## src/hdl/board_ctl_pkg.sv

```systemverilog
// Constants for the board-control I/O port bank.
// Assumes a host that issues single-cycle I/O reads and writes on the system clock.
// Behaviour
// - Abort bit 4 flags switch-raised interrupt.
// - Abort bit 5: 0 clears/disables, 1 enables.
// - Abort bit 7 reads NVRAM wipe jumper.
// - LED bit 2 enables flash writes, page18.
// - LED bit 3 jumper or flash page18.
// - LED bit 5 enables upper BIOS window.
// - Watchdog bit 4 enables the timer.
// - Watchdog bit 5 selects reset on timeout.
// - Timeout gives interrupt or reset by select.
// - Watchdog bit 6 reports timeout status.
// - Writing watchdog bit 7 restarts, clears status.
// - Timeout after 1.6 seconds without kick.
// - Window bits 0-2 drive page bits 15-17.
// - Window bit 3 selects solid-state disk.
// - Window bits 5:4 select decoded range.
// - Window bit 6 bypasses slave swapping.
// - Window bit 7 bypasses master swapping.
// - No swap hardware: swap bits inert.
package board_ctl_pkg;
    localparam logic [9:0] ABORT_PORT_ADDR = 10'h218;
    localparam logic [9:0] LED_PORT_ADDR = 10'h219;
    localparam logic [9:0] WDOG_PORT_ADDR = 10'h233;
    localparam logic [9:0] WINDOW_PORT_ADDR = 10'h234;
    localparam int ABORT_FLAG_BIT = 4;
    localparam int ABORT_EN_BIT = 5;
    localparam int SPARE1_BIT = 6;
    localparam int WIPE_BIT = 7;
    localparam int FAULT_BIT = 0;
    localparam int PASS_BIT = 1;
    localparam int FLASH_WE_BIT = 2;
    localparam int PAGE18_BIT = 3;
    localparam int BIOS_WIN_BIT = 5;
    localparam int WD_EN_BIT = 4;
    localparam int WD_RST_SEL_BIT = 5;
    localparam int WD_FLAG_BIT = 6;
    localparam int WD_KICK_BIT = 7;
    localparam int SSD_BIT = 3;
    localparam int RANGE_LO_BIT = 4;
    localparam int SLAVE_SWAP_BIT = 6;
    localparam int MASTER_SWAP_BIT = 7;
    localparam logic [7:0] LED_RESET = 8'h00;
    localparam logic [7:0] WINDOW_RESET = 8'h00;
    localparam logic [7:0] WDOG_RESET = 8'h00;
    localparam logic [7:0] ABORT_WMASK = 8'h20;
    localparam logic [7:0] LED_WMASK = 8'h2f;
    localparam logic [7:0] WDOG_WMASK = 8'h30;
    localparam logic [7:0] WINDOW_WMASK = 8'hff;
    localparam logic [7:0] SWAP_MASK = 8'hc0;
    localparam real CLOCK_MHZ = 200.0;
    localparam real WD_TIMEOUT_S = 1.6;
    localparam longint WD_TIMEOUT_CYCLES = longint'(WD_TIMEOUT_S * CLOCK_MHZ * 1.0e6);
    localparam int RESET_PULSE_CYCLES = 16;
endpackage

```

## src/hdl/board_ctl_ports.sv

```systemverilog
// Four 8-bit board-control I/O ports: abort, LED/BIOS, watchdog, memory window.
// Assumes single-cycle host I/O strobes on I_CLOCK; jumper and switch pins are asynchronous.
`timescale 1ns/1ps
`default_nettype none
module board_ctl_ports
    import board_ctl_pkg::*;
#(
    parameter longint WD_TIMEOUT = WD_TIMEOUT_CYCLES,
    parameter bit HAS_SWAP_HW = 1'b1
) (
    input wire logic I_CLOCK,
    input wire logic I_RESETN,
    input wire logic [9:0] I_IO_ADDR,
    input wire logic I_IO_WR,
    input wire logic I_IO_RD,
    input wire logic [7:0] I_IO_WDATA,
    output logic [7:0] O_IO_RDATA,
    output logic O_IO_HIT,
    input wire logic I_ABORT_SWITCH,
    input wire logic I_SPARE_JUMPER_ONE,
    input wire logic I_SPARE_JUMPER_TWO,
    input wire logic I_NVRAM_WIPE_JUMPER,
    output logic O_ABORT_IRQ,
    output logic O_FAULT_LED_N,
    output logic O_PASS_LED,
    output logic O_FLASH_WRITE_ENABLE,
    output logic O_FLASH_PAGE_BIT18,
    output logic O_UPPER_BIOS_WINDOW_ENABLE,
    output logic O_WATCHDOG_IRQ,
    output logic O_MASTER_RESET,
    output logic [2:0] O_ROM_PAGE,
    output logic O_SOLID_STATE_DISK_SELECT,
    output logic [1:0] O_RANGE_SELECT,
    output logic O_SLAVE_SWAP_BYPASS,
    output logic O_MASTER_SWAP_BYPASS
);
    // Two-flop synchronisers for all pin inputs
    logic [3:0] pin_meta_reg;
    logic [3:0] pin_sync_reg;
    logic abort_prev_reg;
    logic abort_sw;
    logic spare_one;
    logic spare_two;
    logic nvram_wipe_jumper;

    always_ff @(posedge I_CLOCK or negedge I_RESETN) begin
        if (!I_RESETN) begin
            pin_meta_reg <= 4'h0;
            pin_sync_reg <= 4'h0;
            abort_prev_reg <= 1'b0;
        end else begin
            pin_meta_reg <= {I_NVRAM_WIPE_JUMPER, I_SPARE_JUMPER_TWO, I_SPARE_JUMPER_ONE, I_ABORT_SWITCH};
            pin_sync_reg <= pin_meta_reg;
            abort_prev_reg <= pin_sync_reg[0];
        end
    end

    assign abort_sw = pin_sync_reg[0];
    assign spare_one = pin_sync_reg[1];
    assign spare_two = pin_sync_reg[2];
    assign nvram_wipe_jumper = pin_sync_reg[3];

    function automatic logic port_hit(input logic [9:0] addr, input logic [9:0] port);
        port_hit = (addr == port);
    endfunction

    logic wr_abort;
    logic wr_led;
    logic wr_wdog;
    logic wr_window;
    assign wr_abort = I_IO_WR && port_hit(I_IO_ADDR, ABORT_PORT_ADDR);
    assign wr_led = I_IO_WR && port_hit(I_IO_ADDR, LED_PORT_ADDR);
    assign wr_wdog = I_IO_WR && port_hit(I_IO_ADDR, WDOG_PORT_ADDR);
    assign wr_window = I_IO_WR && port_hit(I_IO_ADDR, WINDOW_PORT_ADDR);

    // Control state
    logic abort_irq_enable_reg;
    logic abort_irq_enable_next;
    logic abort_irq_flag_reg;
    logic abort_irq_flag_next;
    logic [7:0] led_reg;
    logic [7:0] led_next;
    logic [7:0] wdog_reg;
    logic [7:0] wdog_next;
    logic watchdog_expired_flag_reg;
    logic watchdog_expired_flag_next;
    logic [7:0] window_reg;
    logic [7:0] window_next;
    logic [4:0] rst_cnt_reg;
    logic [4:0] rst_cnt_next;
    logic watchdog_kick;
    logic wd_expire;
    logic watchdog_enable;
    logic timeout_reset_select;
    logic [7:0] swap_keep;

    assign watchdog_enable = wdog_reg[WD_EN_BIT];
    assign timeout_reset_select = wdog_reg[WD_RST_SEL_BIT];
    assign watchdog_kick = wr_wdog && I_IO_WDATA[WD_KICK_BIT];
    // Without swap hardware the swap bits never store
    assign swap_keep = HAS_SWAP_HW ? 8'hff : ~SWAP_MASK;

    always_comb begin
        abort_irq_enable_next = abort_irq_enable_reg;
        abort_irq_flag_next = abort_irq_flag_reg;
        led_next = led_reg;
        wdog_next = wdog_reg;
        watchdog_expired_flag_next = watchdog_expired_flag_reg;
        window_next = window_reg;
        rst_cnt_next = rst_cnt_reg;
        if (wr_abort) begin
            abort_irq_enable_next = I_IO_WDATA[ABORT_EN_BIT];
        end
        if (wr_abort && !I_IO_WDATA[ABORT_EN_BIT]) begin
            abort_irq_flag_next = 1'b0;
        end
        // Switch press wins over a clearing write in the same cycle
        if (abort_irq_enable_reg && abort_sw && !abort_prev_reg) begin
            abort_irq_flag_next = 1'b1;
        end
        if (wr_led) begin
            led_next = I_IO_WDATA & LED_WMASK;
        end
        if (wr_wdog) begin
            wdog_next = I_IO_WDATA & WDOG_WMASK;
        end
        if (watchdog_kick) begin
            watchdog_expired_flag_next = 1'b0;
        end
        if (wd_expire) begin
            watchdog_expired_flag_next = 1'b1;
        end
        if (wr_window) begin
            window_next = I_IO_WDATA & WINDOW_WMASK & swap_keep;
        end
        if (wd_expire && timeout_reset_select) begin
            rst_cnt_next = 5'(RESET_PULSE_CYCLES);
        end else if (rst_cnt_reg != 5'h0) begin
            rst_cnt_next = rst_cnt_reg - 5'h1;
        end
    end

    always_ff @(posedge I_CLOCK or negedge I_RESETN) begin
        if (!I_RESETN) begin
            abort_irq_enable_reg <= 1'b0;
            abort_irq_flag_reg <= 1'b0;
            led_reg <= LED_RESET;
            wdog_reg <= WDOG_RESET;
            watchdog_expired_flag_reg <= 1'b0;
            window_reg <= WINDOW_RESET;
            rst_cnt_reg <= 5'h0;
        end else begin
            abort_irq_enable_reg <= abort_irq_enable_next;
            abort_irq_flag_reg <= abort_irq_flag_next;
            led_reg <= led_next;
            wdog_reg <= wdog_next;
            watchdog_expired_flag_reg <= watchdog_expired_flag_next;
            window_reg <= window_next;
            rst_cnt_reg <= rst_cnt_next;
        end
    end

    wdog_counter #(
        .TIMEOUT(WD_TIMEOUT)
    ) u_wdog (
        .i_clock(I_CLOCK),
        .i_resetn(I_RESETN),
        .i_enable(watchdog_enable),
        .i_kick(watchdog_kick),
        .o_expire(wd_expire)
    );

    // Read mux
    logic [7:0] rdata_reg;
    logic [7:0] rdata_next;
    logic hit;

    assign hit = port_hit(I_IO_ADDR, ABORT_PORT_ADDR) || port_hit(I_IO_ADDR, LED_PORT_ADDR)
        || port_hit(I_IO_ADDR, WDOG_PORT_ADDR) || port_hit(I_IO_ADDR, WINDOW_PORT_ADDR);
    assign O_IO_HIT = hit && (I_IO_RD || I_IO_WR);

    always_comb begin
        rdata_next = rdata_reg;
        if (I_IO_RD) begin
            rdata_next = 8'h00;
            if (port_hit(I_IO_ADDR, ABORT_PORT_ADDR)) begin
                rdata_next[ABORT_FLAG_BIT] = abort_irq_flag_reg;
                rdata_next[ABORT_EN_BIT] = abort_irq_enable_reg;
                rdata_next[SPARE1_BIT] = spare_one;
                rdata_next[WIPE_BIT] = nvram_wipe_jumper;
            end else if (port_hit(I_IO_ADDR, LED_PORT_ADDR)) begin
                rdata_next = led_reg;
                if (!led_reg[FLASH_WE_BIT]) begin
                    rdata_next[PAGE18_BIT] = spare_two;
                end
            end else if (port_hit(I_IO_ADDR, WDOG_PORT_ADDR)) begin
                rdata_next = wdog_reg;
                rdata_next[WD_FLAG_BIT] = watchdog_expired_flag_reg;
            end else if (port_hit(I_IO_ADDR, WINDOW_PORT_ADDR)) begin
                rdata_next = window_reg;
            end
        end
    end

    always_ff @(posedge I_CLOCK or negedge I_RESETN) begin
        if (!I_RESETN) begin
            rdata_reg <= 8'h00;
        end else begin
            rdata_reg <= rdata_next;
        end
    end

    assign O_IO_RDATA = rdata_reg;
    assign O_ABORT_IRQ = abort_irq_flag_reg;
    assign O_FAULT_LED_N = led_reg[FAULT_BIT];
    assign O_PASS_LED = led_reg[PASS_BIT];
    assign O_FLASH_WRITE_ENABLE = led_reg[FLASH_WE_BIT];
    // Page 18 only under software control while flash writes are on; software pairs it with page 15-17
    assign O_FLASH_PAGE_BIT18 = led_reg[FLASH_WE_BIT] & led_reg[PAGE18_BIT];
    assign O_UPPER_BIOS_WINDOW_ENABLE = led_reg[BIOS_WIN_BIT];
    // Interrupt level held while status stays set and reset is not chosen
    assign O_WATCHDOG_IRQ = watchdog_expired_flag_reg & ~timeout_reset_select;
    assign O_MASTER_RESET = (rst_cnt_reg != 5'h0);
    assign O_ROM_PAGE = window_reg[2:0];
    assign O_SOLID_STATE_DISK_SELECT = window_reg[SSD_BIT];
    assign O_RANGE_SELECT = window_reg[RANGE_LO_BIT +: 2];
    assign O_SLAVE_SWAP_BYPASS = window_reg[SLAVE_SWAP_BIT];
    assign O_MASTER_SWAP_BYPASS = window_reg[MASTER_SWAP_BIT];
endmodule
`default_nettype wire

```

## src/hdl/wdog_counter.sv

```systemverilog
// Watchdog up-counter with expiry pulse.
// Assumes a single system clock; kick and enable come from the port bank on that clock.
`timescale 1ns/1ps
`default_nettype none
module wdog_counter #(
    parameter longint TIMEOUT = 64'd320000000
) (
    input wire logic i_clock,
    input wire logic i_resetn,
    input wire logic i_enable,
    input wire logic i_kick,
    output logic o_expire
);
    logic [31:0] count_reg;
    logic [31:0] count_next;
    logic expire_reg;
    logic expire_next;

    assign o_expire = expire_reg;

    always_comb begin
        count_next = count_reg;
        expire_next = 1'b0;
        if (!i_enable || i_kick) begin
            count_next = 32'h0;
        end else if (count_reg >= 32'(TIMEOUT - 1)) begin
            // Restart so an unkicked dog keeps signalling each period
            count_next = 32'h0;
            expire_next = 1'b1;
        end else begin
            count_next = count_reg + 32'h1;
        end
    end

    always_ff @(posedge i_clock or negedge i_resetn) begin
        if (!i_resetn) begin
            count_reg <= 32'h0;
            expire_reg <= 1'b0;
        end else begin
            count_reg <= count_next;
            expire_reg <= expire_next;
        end
    end
endmodule
`default_nettype wire

```

## config.mk

```make
export PLATFORM = sky130hd
export DESIGN_NAME = board_ctl_ports
export DESIGN_NICKNAME = d
export VERILOG_FILES = /design/src/hdl/board_ctl_pkg.sv /design/src/hdl/board_ctl_ports.sv /design/src/hdl/wdog_counter.sv
export SDC_FILE = /design/constraint.sdc
export NUM_CORES = 1
export LEC_CHECK = 0
export BUFFER_PORTS_ARGS = -buffer_cell sky130_fd_sc_hd__buf_4
export CAP_MARGIN = 20
export CORE_UTILIZATION = 30
export CTS_CLUSTER_DIAMETER = 200
export CTS_CLUSTER_SIZE = 28
export DETAILED_ROUTE_END_ITERATION = 10
export GPL_TIMING_DRIVEN = 0
export PLACE_DENSITY_LB_ADDON = 0.05
export SYNTH_ARGS = -nofsm -noshare
export SYNTH_HDL_FRONTEND = slang
export SYNTH_SLANG_ARGS = --single-unit
export TNS_END_PERCENT = 50
```

## constraint.sdc

```tcl
create_clock -name I_CLOCK -period 5.3 [get_ports I_CLOCK]
set_clock_uncertainty 0.2 [all_clocks]
set_input_delay 0.265 -clock I_CLOCK [delete_from_list [all_inputs] [get_ports I_CLOCK]]
set_output_delay 0.265 -clock I_CLOCK [all_outputs]
set_load 0.005 [all_outputs]
```

Word-level counts from Yosys, hierarchy flattened
Index checks and enable logic that the tools add are counted.
Word-level totals
  bits in registers: 73
  logic and storage cells: 61
Cells by class
  reductions and logical operators: 22
  add/sub/neg operators: 2
  equal/unequal tests: 4
  bitwise gates (word level): 3
  $lt $le $gt $ge: 1
  mux-type cells: 16
Operators with widths (number)
  32-bit two-way mux: 2
  10-bit == test (second input constant): 4
  32-bit by 1-bit adder with 32-bit output (second input constant): 1
  32-bit by 29-bit greater-or-equal comparator with 1-bit output (second input constant): 1
  8-bit two-way mux: 3
  1-bit logical AND: 10
  5-bit two-way mux: 2
  4-bit two-way mux: 2
  1-bit two-way mux: 7
  2-bit nonzero test: 3
  1-bit logical OR: 5
  5-bit nonzero test: 1
  5-bit by 1-bit subtractor with 5-bit output (second input constant): 1
  1-bit zero test: 3
  1-bit bitwise AND: 2
  1-bit NOT: 1

Depth between registers and ports, before layout
Gate-level depths: netlist (run 1).
  word-level depth: 5
  depth in mapped cells: 8
  gate-level depth less buffers: 6

Modules after synthesis
From an unflattened synthesis (run 1), not the netlist that was laid out.
Second synthesis, totals
  cells, all modules: 312
  area, all modules: 3400.8 µm²
Modules (own cells, without submodules)
  board_ctl_ports: cells an instance 143, times used 1, area each 1756.7 µm²
  wdog_counter: cells an instance 169, times used 1, area each 1644.1 µm²

Worst setup path before layout (run 1)
No wires, ideal clock.
  kind: input port to flip-flop
  start point: input I_IO_ADDR[7]
  end point: register window_reg[4]
  required time: 4.975 ns
  arrival: 1.745 ns
  stages on the path: 5
  path slack: 3.230 ns
  path through: or4b_1 -> buf_6 -> nor3_4 -> nand2_4 -> mux2_4
Between the ends
  longest elaborated chain between the ends: 2
Ends and longest elaborated chain
  start: declaration: line board_ctl_ports.sv:13  | input wire logic [9:0] I_IO_ADDR,
  10-bit == test: line board_ctl_ports.sv:64  | port_hit = (addr == port);
  1-bit logical AND: line board_ctl_ports.sv:74  | assign wr_window = I_IO_WR && port_hit(I_IO_ADDR, WINDOW_PORT_ADDR);
  end signal: assignment: line board_ctl_ports.sv:158  | window_reg <= window_next;
  end: declaration: line board_ctl_ports.sv:87  | logic [7:0] window_reg;
Every way passes these cells.
A chain may end at the register's enable or synchronous reset.

Final worst setup path (run 1)
  start point: input I_IO_ADDR[7]
  end point: output O_IO_HIT
Between the ends
  longest elaborated chain between the ends: 5
Ends and longest elaborated chain
  10-bit == test: line board_ctl_ports.sv:64
  1-bit logical OR: line board_ctl_ports.sv:178  | assign hit = port_hit(I_IO_ADDR, ABORT_PORT_ADDR) || port_hit(I_IO_ADDR, LED_PORT_ADDR)
  1-bit logical OR: line board_ctl_ports.sv:179  | || port_hit(I_IO_ADDR, WDOG_PORT_ADDR) || port_hit(I_IO_ADDR, WINDOW_PORT_ADDR);
  1-bit logical OR (*): line board_ctl_ports.sv:179
  1-bit logical AND (*): line board_ctl_ports.sv:180  | assign O_IO_HIT = hit && (I_IO_RD || I_IO_WR);
  end: declaration: line board_ctl_ports.sv:18  | output logic O_IO_HIT,
Every way passes the cells marked *; elsewhere a longest branch is shown, timed or not.

==> metrics, run 1 <==
outcome finished clean; 1st-iter DRT viols 59; Clk Latency, worst-skew pair ~340 ps; clock sinks 73; via/cell ratio 4.62; Crit-path slowest cell or4b_1; top cells by area, synth dfrtp_1, mux2_2, nor2_1; Final Non-Filler Cells just over 500; Final Core Density roughly two fifths; post-synthesis register bit count 73; Mapped Cells ~290; IO Pins between 50 and 60; initial antenna violation count 0; fin nets 399; row count 38; FMAX approximately 420 MHz; first drt pass iteration count 4; most common cell after layout, fill and taps aside dfrtp_1; final setup vio count 0; Diodes inserted 0; starting density of the core 30.7%; DP Wirelength roughly 5.1 mm; Total Routing Usage GR 14.3%; commonest cells after routing, fill and taps aside dfrtp_1, buf_4, nor2_1, mux2_2, nand2_1; final wirelength 7.59 mm; TritonCTS clock tree built; synthesis-to-layout area growth 27.8%; final hold viol count 0; drt drc 0; die extent in y between 100 and 150 um; clk root buf clkbuf_8; register area share after synthesis around 55%; max-slew violations 0; critical path arrival approximately 1900 ps; Post-Place Cells 484; vias between 2000 and 2500; share of cells above drive strength 1 a little over a quarter; Yosys top cell by area dfrtp_1; pwr dens 279 nW/um^2; Post-Syn Area per Cell around 11 um^2; Critical Path Most Common Cell buf_4; final worst-path cycle share a little under half; synth unique cells between 40 and 50; drt wl/cell about 15 um; Worst Setup Start Kind input pin; Core Area around 11000 um^2; full die area between 10000 and 15000 um^2; Worst path max stage delay about 550 ps; # H-tree levels 3; Synth top area share a little under three fifths; async set-reset flop share out of synthesis 100%; max cap viols 0; synth warn 0; worst path cell trace buf_4 > or4b_1 > buf_6 > nor3_4 > nor4_1 > nor2_1 > buf_4; number of flip-flops in the largest register 32; Post-synth EDFFs 0; Slew Limit Headroom between 30% and 40%; Main synth FF type dfrtp_1; largest net degree at the start of global routing 74; Worst Path Max Fanout 10; CP required about 4800 ps; Worst IR Drop VDD 0.105 mV; worst hold path type in2async; Syn Std Cell Area roughly 3300 um^2; hold_ws 126 ps; PortBufs 50; Bufs on Longest Clock Path 2; gr ovfl total 0; # Post-CTS Setup Buffers 0; clock slew at reported path FFs 80 ps; LEAKAGE ~1.9 nW; die width around 110 um; Worst Tran Pin Value roughly 990 ps; cts bufs inserted 9; gpl congestion 0.754; number of global-route vias before repair between 2000 and 2500; Final ANT Viol Nets 0; first-pass GRT wire length between 10 and 15 mm; setup TNS 0 ps; crit end category output port; final worst path period need between 2000 and 2500 ps; RSZ-0062 raised after global routing no; Setup Crit Path Kind in2out
-- worst paths after layout --
check	from	end	slack [ps]	depth (start not counted)
max in group asynchronous	I_RESETN	u_wdog.count_reg[31]	4200	3
worst max register to register	u_wdog.count_reg[26]	u_wdog.count_reg[23]	2940	7
worst min-delay path	I_RESETN	u_wdog.count_reg[4]	130	2
min in group I_CLOCK	I_IO_WR	O_ABORT_IRQ	130	4
worst min register to register	pin_meta_reg[3]	pin_sync_reg[3]	150	0
worst max-delay path	I_IO_ADDR[7]	O_IO_HIT	2910	7
-- through the flow --
step	cell area (um^2)	power (mW)	worst slack, ps
final	4240	1.18	2910
after global routing	4240	1.25	2760
after CTS	4210	1.20	2870
after detailed placement	3870	0.744	2840
after global placement	3870	0.741	2830
after floorplan	3320	0.688	3230
-- critical path: cells and delay by family --
| family | cells | cell delay [ps] |
|---|---|---|
| buffers and inverters | 3 | 390 |
| AND/OR/NAND/NOR | 4 | 1270 |
-- area by class of cell --
type,count,area [um^2]
Multi-Input combinational cell,205,1410
Fill cell,1041,6560
Sequential cell,73,1830
Clock buffer,10,128
Timing Repair Buffer,65,543
Tap cell,140,175
Clock inverter,6,67.6
Buffer,7,50.0
Inverter,9,33.8
-- per-layer routing --
layer	up-vias	GRT usage (%)	part of all wire, %
met5	-	0	0
met4	0	5.28	1.2
met3	8	2.43	4.0
met2	53	22.0	45
met1	1134	20.1	50
li1	1186	-	-
-- what timing repair did --
action,in CTS,in global routing
gates resized for setup,0,0
hold buffers,14,0
hold endpoints to repair,95,0
-- cell families after synthesis --
kind of cell             count (synthesis)  synth area share, %
other                                    1                0.113
XOR/XNOR                                28                 7.39
multiplexers                            22                 7.70
AO/OA/AOI/OAI                           29                 6.11
adder cells (fa/ha/maj)                  3                 1.13
flip-flops                              73                 55.1
buffers and inverters                   16                 2.53
AND/OR/NAND/NOR                        120                 20.0
-- synth_stat cells, types with 3 or more instances --
cell	n
nand4_1	9
nor2_1	40
a22o_1	4
inv_1	9
nand3_1	10
nand2_1	19
and4_1	3
and2_1	3
clkbuf_1	3
a21oi_1	10
nor3_1	10
nor4_1	6
o21ai_0	3
xnor2_1	15
buf_6	3
dfrtp_1	73
xor2_1	13
mux2_2	20
ha_1	3
-- power breakdown --
group          internal [mW]  switching [mW]  total, mW
Combinational         0.0695          0.0629      0.132
Clock                  0.220           0.222      0.442
Sequential             0.586          0.0218      0.608
Total                  0.875           0.307       1.18
No activity file was read; power rests on OpenSTA's default activity.
==> run 2: changes to the inputs <==
- clock period: 5.3 -> 2.4 ns (I/O delays scaled with it)
==> metrics, run 2 (synthesis results as in run 1) <==
worst hold path type in2async; DP Wirelength 5.12 mm (unchanged); Worst IR Drop VDD 0.233 mV (+120%); FMAX 432 MHz; die extent in y 107 um (unchanged); drt drc 0 (unchanged); number of flip-flops in the largest register 32 (unchanged); clk root buf clkbuf_8; worst r2r path cells 7 (unchanged); critical path arrival 2340 ps (+420 ps); Clk Latency, worst-skew pair 340 ps (about the same); Gate power share 11.3% (about the same); sequential share of power 51.3% (about the same); final worst-path cycle share between 90% and 100%; final worst path period need ~2300 ps; Worst Path Max Fanout 10 (unchanged); Setup Crit Path Kind reg2reg; area occupied by multi-input gates 1430 um^2 (+1.2%); first drt pass iteration count 4 (unchanged); final setup vio count 0 (unchanged); commonest cells after routing, fill and taps aside dfrtp_1, buf_4, nor2_1, mux2_2, nand2_1; Post-Place Cells 484 (unchanged); die width 107 um (unchanged); gpl congestion 0.754 (unchanged); clock slew at reported path FFs 90 ps (about the same); Slew Limit Headroom 58.4% (+25 points); number of global-route vias before repair 2421 (+0.50%); crit end category flip-flop; first-pass GRT wire length 12.5 mm (+0.22%); vias 2423 (+1.8%); RSZ-0062 raised after global routing no; LEAKAGE 1.89 nW (+1.5%); max-slew violations 0 (unchanged); Worst Setup Start Kind flip-flop; share of cells above drive strength 1 27.9% (+1.8 points); clock sinks 73 (unchanged); final hold viol count 8 (+8); synthesis-to-layout area growth 29.9%; TritonCTS clock tree built; cell-internal power 1.94 mW (+120%); Worst Tran Pin Value 619 ps (-368 ps); max cap viols 0 (unchanged); initial antenna violation count 0 (unchanged); 1st-iter DRT viols 74 (+25%); Total Routing Usage GR 14.3% (+0.026 points); drt wl/cell 14.7 um (about the same); pwr dens 608 nW/um^2 (+120%); most common cell after layout, fill and taps aside dfrtp_1; CP required 2430 ps (-2410 ps); violated checks hold timing; # H-tree levels 3 (unchanged); register area 1830 um^2 (about the same); Core Area 10800 um^2 (unchanged); via/cell ratio 4.66 (+0.79%); hold_ws -12.5 ps (-139 ps); row count 38 (unchanged); cts bufs inserted 9 (unchanged); Diodes inserted 0 (unchanged); IO Pins 51 (unchanged); final wirelength 7.66 mm (+0.92%); Bufs on Longest Clock Path 2 (unchanged); starting density of the core 30.7% (unchanged); switching power 0.681 mW (+120%); full die area 11500 um^2 (unchanged); Final Non-Filler Cells 520 (+0.97%); outcome finished, violations left; setup TNS 0 ps (unchanged); Final ANT Viol Nets 0 (unchanged); Clock Power Share 37.4% (about the same); fin nets 404 (+1.3%); total of fill cells in the finished design 1037 (-0.38%); PortBufs 50 (unchanged); Net Sw Frac 26.0% (+0.043 points); gr ovfl total 0 (unchanged); largest net degree at the start of global routing 74 (unchanged)
[run 2: final timing paths]
check	start	to	slack [ps]
max reg2reg	u_wdog.count_reg[26]	u_wdog.count_reg[23]	80
min in group I_CLOCK	I_IO_ADDR[3]	wdog_reg[4]	80
max in group asynchronous	I_RESETN	u_wdog.count_reg[26]	1440
min	I_RESETN	u_wdog.count_reg[5]	-10
min reg2reg	pin_meta_reg[3]	pin_sync_reg[3]	150
max	u_wdog.count_reg[26]	u_wdog.count_reg[23]	80
[run 2: area by class of cell]
cell class	count	area share, %
flip-flops and latches	73	42.4
clock buffers	10	2.96
well taps	140	4.07
repair buffers	70	13.8
clock inverters	6	1.57
multi-input cells	205	33.2
plain buffers	7	1.16
inverters	9	0.784
[run 2: metal layers]
layer	track usage [%]	routed length [um]	up-vias
met5	0	0	-
met4	5.28	90	0
met3	2.43	307	8
met2	22.1	3470	52
met1	20.1	3800	1165
li1	-	-	1198
[run 2: metrics by stage]
step / area, um^2 / hold WS [ps] / worst slack (ps) / power [mW] / utilization, %
3_5_place_dp: 3870 / 30.7 / 66.6 / 1.64 / 35.9
6_report: 4310 / -12.5 / 84.9 / 2.62 / 39.9
4_1_cts: 4220 / 60.4 / 43.4 / 2.66 / 39.1
2_1_floorplan: 3320 / -376 / 334 / 1.52 / -
5_1_grt: 4310 / 5.24 / 2.77 / 2.76 / 39.9
3_3_place_gp: 3870 / 31.6 / 30.2 / 1.64 / 35.9
[run 2: what timing repair did]
| item | 4_1_cts | 5_1_grt |
|---|---|---|
| buffers inserted | 0 | 4 |
| hold endpoints to repair | 98 | 0 |
| resized for setup | 0 | 4 |
| endpoints found under the setup margin | 0 | 21 |
| hold buffers | 15 | 0 |
[run 2: power by group through the flow]
stage	sequential, mW	clock [mW]	combinational (mW)
2_1_floorplan	1.35	0	0.165
3_3_place_gp	1.36	0	0.271
3_5_place_dp	1.36	0	0.278
4_1_cts	1.34	1.02	0.297
5_1_grt	1.35	1.07	0.342
6_report	1.34	0.978	0.297
[run 2: worst max-delay path: stages, from the launching register on]
cell       delay (ps)
dfrtp_2           440
or4_4             520
nand4bb_1         210
a211o_1           340
nand4_1           160
buf_6             140
buf_6             140
nor2_1             60
==> run 3: changes to the inputs <==
- ABC_AREA: not set -> 1
- TNS_END_PERCENT: 50 -> not set
==> metrics, run 3 <==
outcome finished clean; via/cell ratio 4.47 (-4.2%); final wirelength 8.73 mm (+14%); final setup vio count 0 (unchanged); post-synthesis adder-cell area fraction 1.02% (-0.11 points); max cap viols 0 (unchanged); first-pass GRT wire length 15.1 mm (+21%); initial antenna violation count 0 (unchanged); pwr dens 686 nW/um^2 (+13%); dpl ws 383 ps (+316 ps); gpl congestion 0.778 (+3.2%); number of global-route vias before repair 3056 (+26%); worst hold path type in2reg; crit end category output port; async set-reset flop share out of synthesis 100% (unchanged); LEAKAGE 2.17 nW (+14%); Final ANT Viol Nets 0 (unchanged); Post-Syn Area per Cell 7.98 um^2 (-30%); final hold viol count 0 (-8); clock sinks 73 (unchanged); FMAX 490 MHz (+14%); top-count cell post-synth nand2_1; DP Wirelength 6.44 mm (+26%); Worst Path Max Fanout 9 (-1); fin nets 566 (+40%); post-synthesis register bit count 73 (unchanged); row count 39 (+2.6%); post-synthesis xor/xnor area fraction 5.26% (-2.1 points); Crit-path slowest cell dlygate4sd3_1; commonest cells after routing, fill and taps aside nand2_1, dfrtp_1, nor2_1, buf_4, inv_1; max-slew violations 0 (unchanged); synth warn 0 (unchanged); Worst Setup Start Kind input pin; Worst path max stage delay 540 ps (+20 ps); final worst slack 360 ps (+275 ps); RSZ-0062 raised after global routing no; largest net degree at the start of global routing 74 (unchanged); Bufs on Longest Clock Path 2 (unchanged); Mapped Cells 459 (+57%); Worst Tran Pin Value 941 ps (+322 ps); starting density of the core 31.4% (+0.67 points); final worst-path cycle share 85.0% (-11 points); Synth Area in Simple Gates 31.0% (+11 points); most common cell after layout, fill and taps aside nand2_1; clk root buf clkbuf_16; number of flip-flops in the largest register 32 (unchanged); Synth Area in Compound Gates 5.98% (-0.13 points); Total Routing Usage GR 15.2% (+0.91 points); synthesis-to-layout area growth 29.2%; Diodes inserted 0 (unchanged); Post-synth EDFFs 0 (unchanged); clock slew at reported path FFs 60 ps (-30 ps); Core Area 11700 um^2 (+8.1%); # Post-CTS Setup Buffers 0 (unchanged); Slew Limit Headroom 37.3% (-21 points); IO Pins 51 (unchanged); gr ovfl total 0 (unchanged); first drt pass iteration count 4 (unchanged); TritonCTS clock tree built; largest family of logic cells by synthesized area simple AND/OR/NAND/NOR gates; top cells by area, synth dfrtp_1, nand2_1, nor2_1; Post-CTS Resized 0 (unchanged); Yosys top cell by area dfrtp_1; Post-synth top cells nand2_1, dfrtp_1, nor2_1; critical path arrival 1720 ps (-620 ps); Worst IR Drop VDD 0.283 mV (+21%); Synth top area share 49.9% (-5.2 points); CP required 2080 ps (-350 ps); 1st-iter DRT viols 259 (+250%); Final Non-Filler Cells 685 (+32%); drt wl/cell 12.7 um (-14%); register area share after synthesis 49.9% (-5.2 points); die width 112 um (+5.0%); drt drc 0 (unchanged); share of cells above drive strength 1 17.5% (-10 points); PortBufs 49 (-2.0%); Main synth FF type dfrtp_1; post-synthesis mux area share 0% (-7.7 points); die extent in y 112 um (+5.0%); Syn Std Cell Area 3660 um^2 (+10%); hold_ws 3.47 ps (+16.0 ps); cts bufs inserted 9 (unchanged); vias 3059 (+26%); # H-tree levels 3 (unchanged); worst path cell trace dlygate4sd3_1 > buf_4 > nor2_4 > nand2_1 > nor2_4 > o21ai_0 > a31oi_1 > buf_4; full die area 12700 um^2 (+10%); setup TNS 0 ps (unchanged); synth unique cells 34 (-24%); final worst path period need 2040 ps (-275 ps); Post-Place Cells 653 (+35%); Clk Latency, worst-skew pair 330 ps (about the same); Setup Crit Path Kind in2out
==> run 3: cell count changes after synthesis, moves of 16 or more <==
cell | previous run | this run
o21ai_0 | 3 | 19
mux2_2 | 20 | 0
inv_1 | 9 | 48
nor2_2 | 0 | 16
nor2_1 | 40 | 70
nand2_1 | 19 | 119
==> run 3: area by class of cell <==
cell class | count | area (um^2)
clock buffers | 12 | 256
clock inverters | 4 | 98.8
well taps | 143 | 179
inverters | 52 | 195
plain buffers | 8 | 53.8
flip-flops and latches | 73 | 1830
fillers | 1197 | 6930
multi-input cells | 328 | 1590
repair buffers | 65 | 528
==> run 3: layer usage <==
layer | global-route usage (%) | wire [um] | share of wire [%]
met3 | 3.56 | 307 | 3.5
met5 | 0 | 0 | 0
met4 | 5.07 | 123 | 1.4
met1 | 20.0 | 4260 | 49
met2 | 24.7 | 4030 | 46
==> run 3: logic make-up after synthesis <==
group / after synthesis
and+or+nand+nor: 261
DFF: 73
buffers and inverters: 60
AOI/OAI and AO/OA: 39
xor gates and xnor gates: 22
adders and majority gates: 3
other: 1
==> run 3: per-stage QoR <==
stage | util [%] | power (mW) | instance area [um^2]
floorplan | - | 1.54 | 3670
finish | 40.6 | 3.25 | 4730
CTS | 40.6 | 3.30 | 4730
global route | 40.6 | 3.41 | 4730
global placement | 36.2 | 1.66 | 4220
detailed placement | 36.2 | 1.67 | 4220
==> run 3: report_power, final <==
part / internal (mW) / leakage, nW / switching (mW)
sequential: 1.30 / 0.953 / 0.0423
combinational: 0.152 / 1.04 / 0.173
clock: 1.07 / 0.173 / 0.505
==> run 3: worst max-delay path: cells and delay by family <==
kind	cells	cell delay [ps]
buf+inv	3	830
simple gates	3	490
compound gates	2	290
==> run 3: worst paths after layout <==
| path | cells past startpoint | slack, ps | start | endpoint |
|---|---|---|---|---|
| max | 8 | 360 | I_IO_ADDR[8] | O_IO_HIT |
| min | 3 | 3 | I_IO_RD | O_IO_RDATA[0] |
| max reg2reg | 12 | 400 | u_wdog.count_reg[0] | u_wdog.count_reg[19] |
| min reg2reg | 0 | 150 | pin_meta_reg[1] | pin_sync_reg[1] |
| max in group asynchronous | 2 | 1120 | I_RESETN | u_wdog.count_reg[26] |
| min in group asynchronous | 2 | 260 | I_RESETN | O_IO_RDATA[2] |
==> run 3: timing repair <==
| action | CTS | global route |
|---|---|---|
| hold buffers | 16 | 0 |
| endpoints found under the setup margin | 0 | 0 |
| endpoints found under the hold margin | 96 | 0 |
